**src/pkg/iprb_pkg.sv**
```systemverilog
/*
  Constants and types for the interrupt priority register bank: word
  addresses, slot layout, per-line field indices and reset values.
  Assumes a 32-bit byte-addressed register port.
*/
package iprb_pkg;

  typedef logic [1:0] iprb_prio_t;
  typedef logic [2:0] iprb_word_t;

  localparam int NUM_WORDS   = 6;
  localparam int SLOTS       = 4;
  localparam int NUM_LINES   = 24;
  localparam int SLOT_LSB    = 6;
  localparam int SLOT_STRIDE = 8;

  localparam logic [31:0] ADDR_WORD2 = 32'hE000E408;
  localparam logic [31:0] ADDR_WORD3 = 32'hE000E40C;
  localparam logic [31:0] ADDR_WORD4 = 32'hE000E410;
  localparam logic [31:0] ADDR_WORD5 = 32'hE000E414;
  localparam logic [31:0] ADDR_WORD6 = 32'hE000E418;
  localparam logic [31:0] ADDR_WORD7 = 32'hE000E41C;

  // slot positions in the data word
  localparam logic [31:0] DATA_MASK  = 32'hC0C0C0C0;
  localparam logic [23:0] LINE_IMPL  = 24'hFF8FFD;
  localparam logic [4:0]  FIRST_LINE = 5'h08;

  localparam iprb_prio_t PRIO_RESET = 2'h0;
  localparam iprb_prio_t PRIO_MOST  = 2'h0;
  localparam iprb_prio_t PRIO_LEAST = 2'h3;
  localparam logic [31:0] RDATA_RESET = 32'h00000000;

  // storage index of each field (line number minus FIRST_LINE)
  localparam int IDX_TWOWIRE0   = 0;
  localparam int IDX_MULTIRATE  = 2;
  localparam int IDX_CMP_TOUCH  = 3;
  localparam int IDX_WATCHDOG   = 4;
  localparam int IDX_BROWNOUT   = 5;
  localparam int IDX_FLASH      = 6;
  localparam int IDX_WAKE       = 7;
  localparam int IDX_CONV_SEQA  = 8;
  localparam int IDX_CONV_SEQB  = 9;
  localparam int IDX_CONV_THR   = 10;
  localparam int IDX_CONV_OVR   = 11;
  localparam int IDX_CNT_TIMER  = 15;
  localparam int IDX_PIN0       = 16;

endpackage

```
**src/design/iprb_arbiter.sv**
```systemverilog
/*
  Priority arbiter: picks the most urgent requesting line, lowest line
  number on a tie. Assumes requests are already pending and enabled.
*/
`timescale 1ns/1ns
module iprb_arbiter (
  input  wire logic                               clk,
  input  wire logic                               sys_rst,
  input  wire logic [iprb_pkg::NUM_LINES-1:0]     irq_req,
  input  wire logic [2*iprb_pkg::NUM_LINES-1:0]   prio_flat,
  output logic                                    arb_valid,
  output logic [4:0]                              arb_line,
  output iprb_pkg::iprb_prio_t                    arb_level
);
  import iprb_pkg::*;

  logic       next_valid;
  logic [4:0] next_line;
  iprb_prio_t next_level;
  logic       better_seen;

  // strict compare keeps the lower line on equal levels
  always_comb begin
    next_valid = 1'b0;
    next_line  = 5'h00;
    next_level = PRIO_LEAST;
    for (int i = 0; i < NUM_LINES; i++) begin
      if (irq_req[i] && LINE_IMPL[i]) begin
        if (!next_valid || prio_flat[2*i +: 2] < next_level) begin
          next_valid = 1'b1;
          next_line  = FIRST_LINE + 5'(i);
          next_level = prio_flat[2*i +: 2];
        end
      end
    end
  end

  always_ff @(posedge clk) begin
    if (sys_rst) begin
      arb_valid <= 1'b0;
      arb_line  <= 5'h00;
      arb_level <= PRIO_RESET;
    end else begin
      arb_valid <= next_valid;
      arb_line  <= next_line;
      arb_level <= next_level;
    end
  end

  // independent check: nobody beats the chosen line
  always_comb begin
    better_seen = 1'b0;
    for (int i = 0; i < NUM_LINES; i++) begin
      if (irq_req[i] && LINE_IMPL[i] && next_valid) begin
        if (prio_flat[2*i +: 2] < next_level) better_seen = 1'b1;
        if (prio_flat[2*i +: 2] == next_level &&
            FIRST_LINE + 5'(i) < next_line) better_seen = 1'b1;
      end
    end
  end
endmodule

```
**src/design/iprb_bank.sv**
```systemverilog
/*
  Interrupt priority register bank: six priority words, register port,
  per-line priority outputs and the arbiter feeding the core.
  Assumes one-cycle strobes, never both at once, and read data taken in
  the cycle after the read strobe.
*/
`timescale 1ns/1ns
// Notes on behaviour
// - each field is two bits, 0 most urgent and 3 least urgent.
// - the six bits below each slot drop writes and read as zero.
// - each word has four slots at 7:6, 15:14, 23:22 and 31:30.
// - word 2 holds two-wire port 0, multi-rate timer, comparator/touch.
// - word 3 holds watchdog, brown-out, flash and wake-up timer.
// - word 4 holds the four converter priorities.
// - word 5 holds only the counter/timer priority at 31:30.
// - word 6 holds pin interrupts 0 to 3 in slot order.
// - word 7 holds pin interrupts 4 to 7 in slot order.
module iprb_bank (
  input  wire logic                           clk,
  input  wire logic                           sys_rst,
  input  wire logic [31:0]                    bus_addr,
  input  wire logic [31:0]                    bus_wdata,
  input  wire logic                           bus_wr,
  input  wire logic                           bus_rd,
  output logic [31:0]                         bus_rdata,
  input  wire logic [iprb_pkg::NUM_LINES-1:0] irq_req,
  output logic                                arb_valid,
  output logic [4:0]                          arb_line,
  output iprb_pkg::iprb_prio_t                arb_level,
  output iprb_pkg::iprb_prio_t                prio_twowire_port0,
  output iprb_pkg::iprb_prio_t                prio_multirate_timer,
  output iprb_pkg::iprb_prio_t                prio_comparator_touch,
  output iprb_pkg::iprb_prio_t                prio_watchdog,
  output iprb_pkg::iprb_prio_t                prio_brownout,
  output iprb_pkg::iprb_prio_t                prio_flash_ctrl,
  output iprb_pkg::iprb_prio_t                prio_wake_timer,
  output iprb_pkg::iprb_prio_t                prio_conv_sequence_a,
  output iprb_pkg::iprb_prio_t                prio_conv_sequence_b,
  output iprb_pkg::iprb_prio_t                prio_conv_threshold,
  output iprb_pkg::iprb_prio_t                prio_conv_overrun,
  output iprb_pkg::iprb_prio_t                prio_counter_timer,
  output iprb_pkg::iprb_prio_t                prio_pin_irq_0,
  output iprb_pkg::iprb_prio_t                prio_pin_irq_1,
  output iprb_pkg::iprb_prio_t                prio_pin_irq_2,
  output iprb_pkg::iprb_prio_t                prio_pin_irq_3,
  output iprb_pkg::iprb_prio_t                prio_pin_irq_4,
  output iprb_pkg::iprb_prio_t                prio_pin_irq_5,
  output iprb_pkg::iprb_prio_t                prio_pin_irq_6,
  output iprb_pkg::iprb_prio_t                prio_pin_irq_7
);
  import iprb_pkg::*;

  iprb_prio_t             prio      [0:NUM_LINES-1];
  iprb_prio_t             next_prio [0:NUM_LINES-1];
  logic [31:0]            next_rdata;
  logic [31:0]            rd_word;
  logic                   hit;
  iprb_word_t             word_idx;
  logic [2*NUM_LINES-1:0] prio_flat;

  // address decode, full byte address compare
  always_comb begin
    hit      = 1'b1;
    word_idx = 3'h0;
    if (bus_addr == ADDR_WORD2) begin
      word_idx = 3'h0;
    end else if (bus_addr == ADDR_WORD3) begin
      word_idx = 3'h1;
    end else if (bus_addr == ADDR_WORD4) begin
      word_idx = 3'h2;
    end else if (bus_addr == ADDR_WORD5) begin
      word_idx = 3'h3;
    end else if (bus_addr == ADDR_WORD6) begin
      word_idx = 3'h4;
    end else if (bus_addr == ADDR_WORD7) begin
      word_idx = 3'h5;
    end else begin
      hit = 1'b0;
    end
  end

  // gather the addressed word; reserved slots stay zero
  always_comb begin
    int base;
    base    = int'(word_idx) * SLOTS;
    rd_word = '0;
    for (int k = 0; k < SLOTS; k++) begin
      if (LINE_IMPL[base + k]) begin
        rd_word[SLOT_LSB + SLOT_STRIDE*k +: 2] = prio[base + k];
      end
    end
  end

  // only slot bits are written; the low six of each byte are dropped
  always_comb begin
    int base;
    base = int'(word_idx) * SLOTS;
    for (int i = 0; i < NUM_LINES; i++) begin
      next_prio[i] = prio[i];
    end
    if (bus_wr && hit) begin
      for (int k = 0; k < SLOTS; k++) begin
        if (LINE_IMPL[base + k]) begin
          next_prio[base + k] = bus_wdata[SLOT_LSB + SLOT_STRIDE*k +: 2];
        end
      end
    end
  end

  // read data stands one cycle only, zero otherwise and when unmapped
  always_comb begin
    next_rdata = RDATA_RESET;
    if (bus_rd && hit) begin
      next_rdata = rd_word & DATA_MASK;
    end
  end

  always_ff @(posedge clk) begin
    if (sys_rst) begin
      for (int i = 0; i < NUM_LINES; i++) begin
        prio[i] <= PRIO_RESET;
      end
      bus_rdata <= RDATA_RESET;
    end else begin
      for (int i = 0; i < NUM_LINES; i++) begin
        prio[i] <= next_prio[i];
      end
      bus_rdata <= next_rdata;
    end
  end

  // flatten for the arbiter, one entry per line
  generate
    for (genvar g = 0; g < NUM_LINES; g++) begin : g_flat
      assign prio_flat[2*g +: 2] = prio[g];
    end
  endgenerate

  assign prio_twowire_port0    = prio[IDX_TWOWIRE0];
  assign prio_multirate_timer  = prio[IDX_MULTIRATE];
  assign prio_comparator_touch = prio[IDX_CMP_TOUCH];
  assign prio_watchdog         = prio[IDX_WATCHDOG];
  assign prio_brownout         = prio[IDX_BROWNOUT];
  assign prio_flash_ctrl       = prio[IDX_FLASH];
  assign prio_wake_timer       = prio[IDX_WAKE];
  assign prio_conv_sequence_a  = prio[IDX_CONV_SEQA];
  assign prio_conv_sequence_b  = prio[IDX_CONV_SEQB];
  assign prio_conv_threshold   = prio[IDX_CONV_THR];
  assign prio_conv_overrun     = prio[IDX_CONV_OVR];
  assign prio_counter_timer    = prio[IDX_CNT_TIMER];
  assign prio_pin_irq_0        = prio[IDX_PIN0];
  assign prio_pin_irq_1        = prio[IDX_PIN0 + 1];
  assign prio_pin_irq_2        = prio[IDX_PIN0 + 2];
  assign prio_pin_irq_3        = prio[IDX_PIN0 + 3];
  assign prio_pin_irq_4        = prio[IDX_PIN0 + 4];
  assign prio_pin_irq_5        = prio[IDX_PIN0 + 5];
  assign prio_pin_irq_6        = prio[IDX_PIN0 + 6];
  assign prio_pin_irq_7        = prio[IDX_PIN0 + 7];

  // arbiter sees a field in the same cycle it lands in the bank
  iprb_arbiter u_arbiter (
    .clk       (clk),
    .sys_rst   (sys_rst),
    .irq_req   (irq_req),
    .prio_flat (prio_flat),
    .arb_valid (arb_valid),
    .arb_line  (arb_line),
    .arb_level (arb_level)
  );
endmodule

```
**config.mk**
```make
export PLATFORM = sky130hd
export DESIGN_NAME = iprb_bank
export DESIGN_NICKNAME = d
export VERILOG_FILES = /design/src/pkg/iprb_pkg.sv /design/src/design/iprb_arbiter.sv /design/src/design/iprb_bank.sv
export SDC_FILE = /design/constraint.sdc
export NUM_CORES = 1
export LEC_CHECK = 0
export ABC_AREA = 1
export BUFFER_PORTS_ARGS = -buffer_cell sky130_fd_sc_hd__buf_2
export CORE_MARGIN = 2
export CORE_UTILIZATION = 56
export CTS_CLUSTER_SIZE = 24
export DETAILED_ROUTE_END_ITERATION = 8
export GPL_ROUTABILITY_DRIVEN = 0
export PLACE_DENSITY = 0.83
export SETUP_SLACK_MARGIN = 0.05
export SYNTH_ARGS = -nofsm -noshare
export SYNTH_HDL_FRONTEND = slang
export SYNTH_HIERARCHICAL = 1
export SYNTH_SLANG_ARGS = --single-unit
```
**constraint.sdc**
```tcl
create_clock -name clk -period 18.3 [get_ports clk]
set_input_delay 0 -clock clk [delete_from_list [all_inputs] [get_ports clk]]
set_output_delay 0 -clock clk [all_outputs]
set_load 0.005 [all_outputs]
```
Word-level counts from Yosys, hierarchy flattened
Memories as Yosys holds them, arrays and structs flattened. A register that Yosys moved wholly into a read port is not among the register bits.
Cells that the tools add are included.
{ "totals": {"out_inout_bits": 80, "ff_bits": 32, "mem_bits_rw": 48, "n_memories": 5, "mem_bits_ro": 104, "wordCells": 313, "in_bits": 92} }
{ "memory_table": {"columns": ["name", "depth", "word_bits", "rd", "rd_clocked_by_memory_dff", "wr", "line_no", "text"], "rows": [
  ["prio", 24, 2, 28, 4, 24, "iprb_bank.sv:53", "iprb_prio_t prio [0:NUM_LINES-1];"],
  ["(no name shown)", 32, 1, 1, 0, 0, "iprb_bank.sv:103", "if (LINE_IMPL[base + k]) begin"],
  ["(no name shown)", 32, 1, 1, 0, 0, "iprb_bank.sv:103", null],
  ["(no name shown)", 32, 1, 1, 0, 0, "iprb_bank.sv:103", null],
  ["(no name shown)", 8, 1, 1, 0, 0, "iprb_bank.sv:103", null]
]} }
{ "op_classes": {"muxes": 183, "n_addsub": 3, "magnitude_cmp": 31, "n_eq_ne": 6, "bitwise_logic": 33, "n_reduce_logical": 48} }
{ "ops": {"columns": ["op", "count"], "rows": [
  ["two-way mux 48 bit", 8],
  ["bitwise mux 48 bit", 4],
  ["== test 32 bit, second input constant", 6],
  ["two-way mux 5 bit", 38],
  ["two-way mux 2 bit", 67],
  ["greater-or-equal comparator 32 x 6 -> 1 bit, second input constant", 4],
  ["< comparator 32 x 1 -> 1 bit, second input constant", 4],
  ["< comparator 32 x 7 -> 1 bit, second input constant", 3],
  ["NOT 6 -> 32 bit", 3],
  ["two-way mux 1 bit", 55],
  ["demux 2 bit (select 5 bit)", 4],
  ["< comparator 2 bit", 19],
  ["NOT 5 -> 32 bit", 1],
  ["OR 1 bit", 24],
  ["zero test 1 bit", 19],
  ["logical OR 1 bit", 19],
  ["two-way mux 3 bit", 6],
  ["adder 5 x 2 -> 6 bit, second input constant", 2],
  ["OR reduction 3 bit", 4],
  ["adder 5 x 1 -> 6 bit, second input constant", 1],
  ["logical AND 1 bit", 6],
  ["< comparator 5 x 6 -> 1 bit, second input constant", 1],
  ["NOT 1 bit", 5],
  ["two-way mux 4 bit", 1]
]} }

Longest topological paths before layout
An unclocked memory read counts as a cell.
{ "logic_depth": {"depth_word": 78, "depth_mapped": 96, "ltp_nobuf": 96} }

Cells and area by module
Netlist, hierarchy kept.
{ "modules_own_cells": {"columns": ["module", "area_per_inst_um2", "seq_area_each_um2", "n_inst", "cells_per_inst"], "rows": [
  ["iprb_bank", 3352.0, 1121.1, 1, 514],
  ["iprb_arbiter", 1895.6, 160.2, 1, 375]
]} }

Worst setup path before layout
Ideal clock, no wire load.
{ "synth_path": {"path_kind": "register -> register", "from": "memory prio[0][1] in the netlist's numbering", "to": "register u_arbiter.arb_level[0]", "setup_slack_ns": 11.409, "t_arrival_ns": 6.778, "path_buffers": 0, "synth_period_minus_slack_ns": 6.891, "stages_incl_launch_ff": 93, "t_required_ns": 18.187, "setup_ns": 0.113, "cell_sequence": "dfxtp_1 > inv_1 > nand2_2 > nand2_1 > nand2_1 > nand2_1 > nand2_1 > nand3_1 > nand2_2 > nand2_1 > nand2_2 > nand4_2 > nand2_2 > nand2_2 > nand2_2 > nand3_2 > nand2_2 > nand2_2 > [... 57 more ...] > nand3_1 > nand2_2 > nand2_2 > nand2_2 > nand4_2 > nand2_2 > nand2_2 > nand2_1 > nand2_1 > a21oi_1 > inv_1 > ha_1 > nand2_1 > nand2_1 > nand2_2 > nand2_4 > nor2_1 > nor2_1"} }
{ "synth_rtl": {"columns": ["element", "line_no", "text"], "rows": [
  ["start: declaration", "iprb_bank.sv:53", null],
  ["end signal: assignment", "iprb_arbiter.sv:46", "arb_level <= next_level;"],
  ["end: declaration", "iprb_arbiter.sv:13", "output iprb_pkg::iprb_prio_t arb_level"]
]} }

==> results.md <==
- Status: finished, final reports clean
- CP Launch Type: register
- R2R depth: 92
- Number of antenna violations at the first check in global routing: 0
- Clock skew: 0.0111 ns
- Core area: 0.00915 mm2
- Wirelength per Cell: 12.9 um
- Post-Syn Instances: 889
- Vias in the first global route: 5303
- Dpl hpwl: 11200 um
- Initial Util: 57.3%
- Crit Reg-Reg Endpoint: u_arbiter/arb_line[4]$_SDFF_PP0_
- Cell with the largest stage delay on the worst path: dlygate4sd3_1
- Hold path depth: 3
- Total global-route track usage: 29.5%
- Min-Delay Endpoint: prio[0][1]$_SDFFE_PP0P_
- Setup WS post-layout: 9.86 ns
- Peak VDD IR: 0.0411 mV
- First-pass GRT wire length: 24100 um
- Ratio of cells with drive above 1 in the final layout: 21.9%
- Vias per cell: 5.28
- Final setup fails: 0
- Via count: 5965
- EDFF count, synth: 0
- Final worst-path cycle share: 46.1%
- Crit Path Class: register to register
- R2r setup slk: 9.86 ns
- Synth top area share: 24.4%
- Crit path launch: prio[0][1]$_SDFFE_PP0P_
- H-tree levels: 3
- RSZ-0062 raised after global routing: no
- Placed Area: 0.00582 mm2
- Async S/R FF share, synth: 0%
- Fmax: 118 MHz
- Synth Area per Inst: 5.90 um2
- Top cells by area in the synthesized netlist: dfxtp_1 24%, nand2_1 17%, inv_1 11%
- Setup TNS Final: 0 ns
- Reg2reg start: prio[0][1]$_SDFFE_PP0P_
- Seq cells post-synth: 64
- Die Y: 101 um
- Most Frequent Cell on Critical Path: nand2_2
- Width of the die: 101 um
- Initial DRC Count: 551
- Sink Count: 64
- Crit path DAT: 8.68 ns
- Yosys warns: 6
- Lkg Pwr: 3.38 nW
- DR pass1 iterations: 6
- Crit. End Element: register
- Worst Hold Class: input pin to register
- CP Max Fanout: 7
- Area leader, netlist: dfxtp_1
- Hold_sp: bus_wdata[7]
- Main synth FF type: dfxtp_1
- Most common cell in the netlist: nand2_1
- I/O Buffers: 119
- Pwr Density: 83.0 mW/mm2
- Detailed-route wire length: 14600 um
- Min Clock Period, post-route: 8.44 ns
- Total power: 0.508 mW
- Pin count of the biggest net entering global routing: 48
- Clock buffer depth: 2
- Distinct cell type count after synthesis: 45
- DIE AREA: 0.0102 mm2
- Finished Cell Area: 0.00612 mm2
- Total grt overflow: 0
- Reg clk slew, reported paths: 0.08 ns
- Synth Cell Area: 0.00525 mm2
- Post-route ant nets: 0
- Nets: 1108
- CTS tree: built
- Place WS: 10.45 ns
- CTS Root Cell: clkbuf_8
- Critical Path RT: 18.54 ns
- Max-cap violations: 0
- Seq/Total Area, Yosys: 24.4%
- Ant diodes: 0
- Final Hold Viols: 0
- Final Max Tran Viols: 0
- Commonest cells in the netlist: 235 x nand2_1, 153 x inv_1, 105 x nor2_1, 67 x nand3_1, 64 x dfxtp_1
- Fillers: 873
- Top-Level Pins: 172
- Residual DRC: 0
- Max incr delay on CP: 0.55 ns
- Core Rows: 35
- Worst-Skew Late Latency: 0.35 ns
- Area Overhead vs Synth: 16.6%
- TritonCTS buffer count: 9
## placed cells by master (no fill, tap or decap), types with 2 or more instances in the layout
master / n
a21boi_1: 2
o21ai_1: 4
nand4_1: 22
dlygate4sd3_1: 8
a21oi_1: 51
o21ai_2: 2
clkinvlp_4: 3
o21bai_1: 6
nor2_2: 4
o21a_1: 3
nor3_1: 9
nor2_1: 105
nand2_2: 48
nor2_8: 2
a21boi_0: 3
nor3b_1: 2
nand2_1: 235
nand3_2: 5
nand4_2: 6
nand3_1: 67
clkinv_2: 2
inv_1: 153
a21oi_2: 2
buf_2: 119
nand2_4: 4
o211ai_1: 2
nand3_4: 2
a32oi_1: 2
inv_2: 5
bufinv_16: 2
clkbuf_8: 9
conb_1: 24
dfxtp_1: 64
nor2_4: 4
ha_1: 2
o21ai_0: 24
## power breakdown
group | switching [mW] | total, mW | internal (mW)
clock network | 0.0564 | 0.133 | 0.0765
logic | 0.148 | 0.228 | 0.0799
registers | 0.00109 | 0.146 | 0.145
## stage by stage
step	util, %	hold slack [ns]	instances
CTS	66.8	0.000345	1130
floorplan	-	0.0691	912
detailed placement	63.6	0.317	1106
global route	66.8	0.00785	1130
finish	66.8	0.0163	1130
global placement	63.6	0.313	1106
## critical path: cells and delay by family, from the launching register on
family	cells	cell delay, ns
AND/OR/NAND/NOR	86	6.61
AO/OA/AOI/OAI	2	0.34
buffers and inverters	3	0.70
flip-flops	1	0.40
adder cells (fa/ha/maj)	1	0.27
## worst max-delay path by stage
stage / slack (ns) / endpoint / cells past startpoint
after floorplan: 11.41 / u_arbiter/arb_level[0]$_SDFF_PP0_ / 92
after global placement: 10.55 / u_arbiter/arb_level[0]$_SDFF_PP0_ / 93
after detailed placement: 10.45 / u_arbiter/arb_level[0]$_SDFF_PP0_ / 93
after CTS: 9.94 / u_arbiter/arb_line[4]$_SDFF_PP0_ / 92
after global routing: 8.52 / u_arbiter/arb_line[4]$_SDFF_PP0_ / 82
final: 9.86 / u_arbiter/arb_line[4]$_SDFF_PP0_ / 92
## cells by family (layout without fill, tap and decap cells)
family | after synthesis | after routing | synth area share (%)
AND/OR/NAND/NOR | 519 | 519 | 46.9
buffers and inverters | 196 | 303 | 16.3
AO/OA/AOI/OAI | 107 | 107 | 11.8
flip-flops | 64 | 64 | 24.4
adder cells (fa/ha/maj) | 2 | 2 | 0.477
other | 1 | 24 | 0.0715
## repair_timing
action                    4_1_cts  5_1_grt
setup buffers                   0        0
gates resized for setup         0        0
hold buffers                    8        0
hold endpoints to repair       17        0
## metal layers
| layer | share of wire (%) | vias to the layer above | routed length, um | track usage [%] |
|---|---|---|---|---|
| met5 | 0 | - | 0 | 0 |
| met4 | 3.4 | 0 | 498 | 11.4 |
| met3 | 8.3 | 46 | 1210 | 4.23 |
| met2 | 45 | 298 | 6560 | 49.1 |
| met1 | 43 | 2623 | 6290 | 38.5 |
| li1 | - | 2998 | - | - |
## registers in the layout, indices dropped and copies added (netlist names)
signal	flops
bus_rdata	8
prio	48
u_arbiter/arb_valid	1
u_arbiter/arb_line	5
u_arbiter/arb_level	2
## area by class of cell
type,instances,area (um2),share of cell area (%)
Clock buffer,9,124,2.02
Clock inverter,7,96.3,1.57
Inverter,159,598,9.78
Multi-Input combinational cell,652,3200,52.2
Sequential cell,64,1280,20.9
Tap cell,111,139,2.27
Timing Repair Buffer,128,683,11.2
Note: power is estimated with default switching activity, not from simulation.
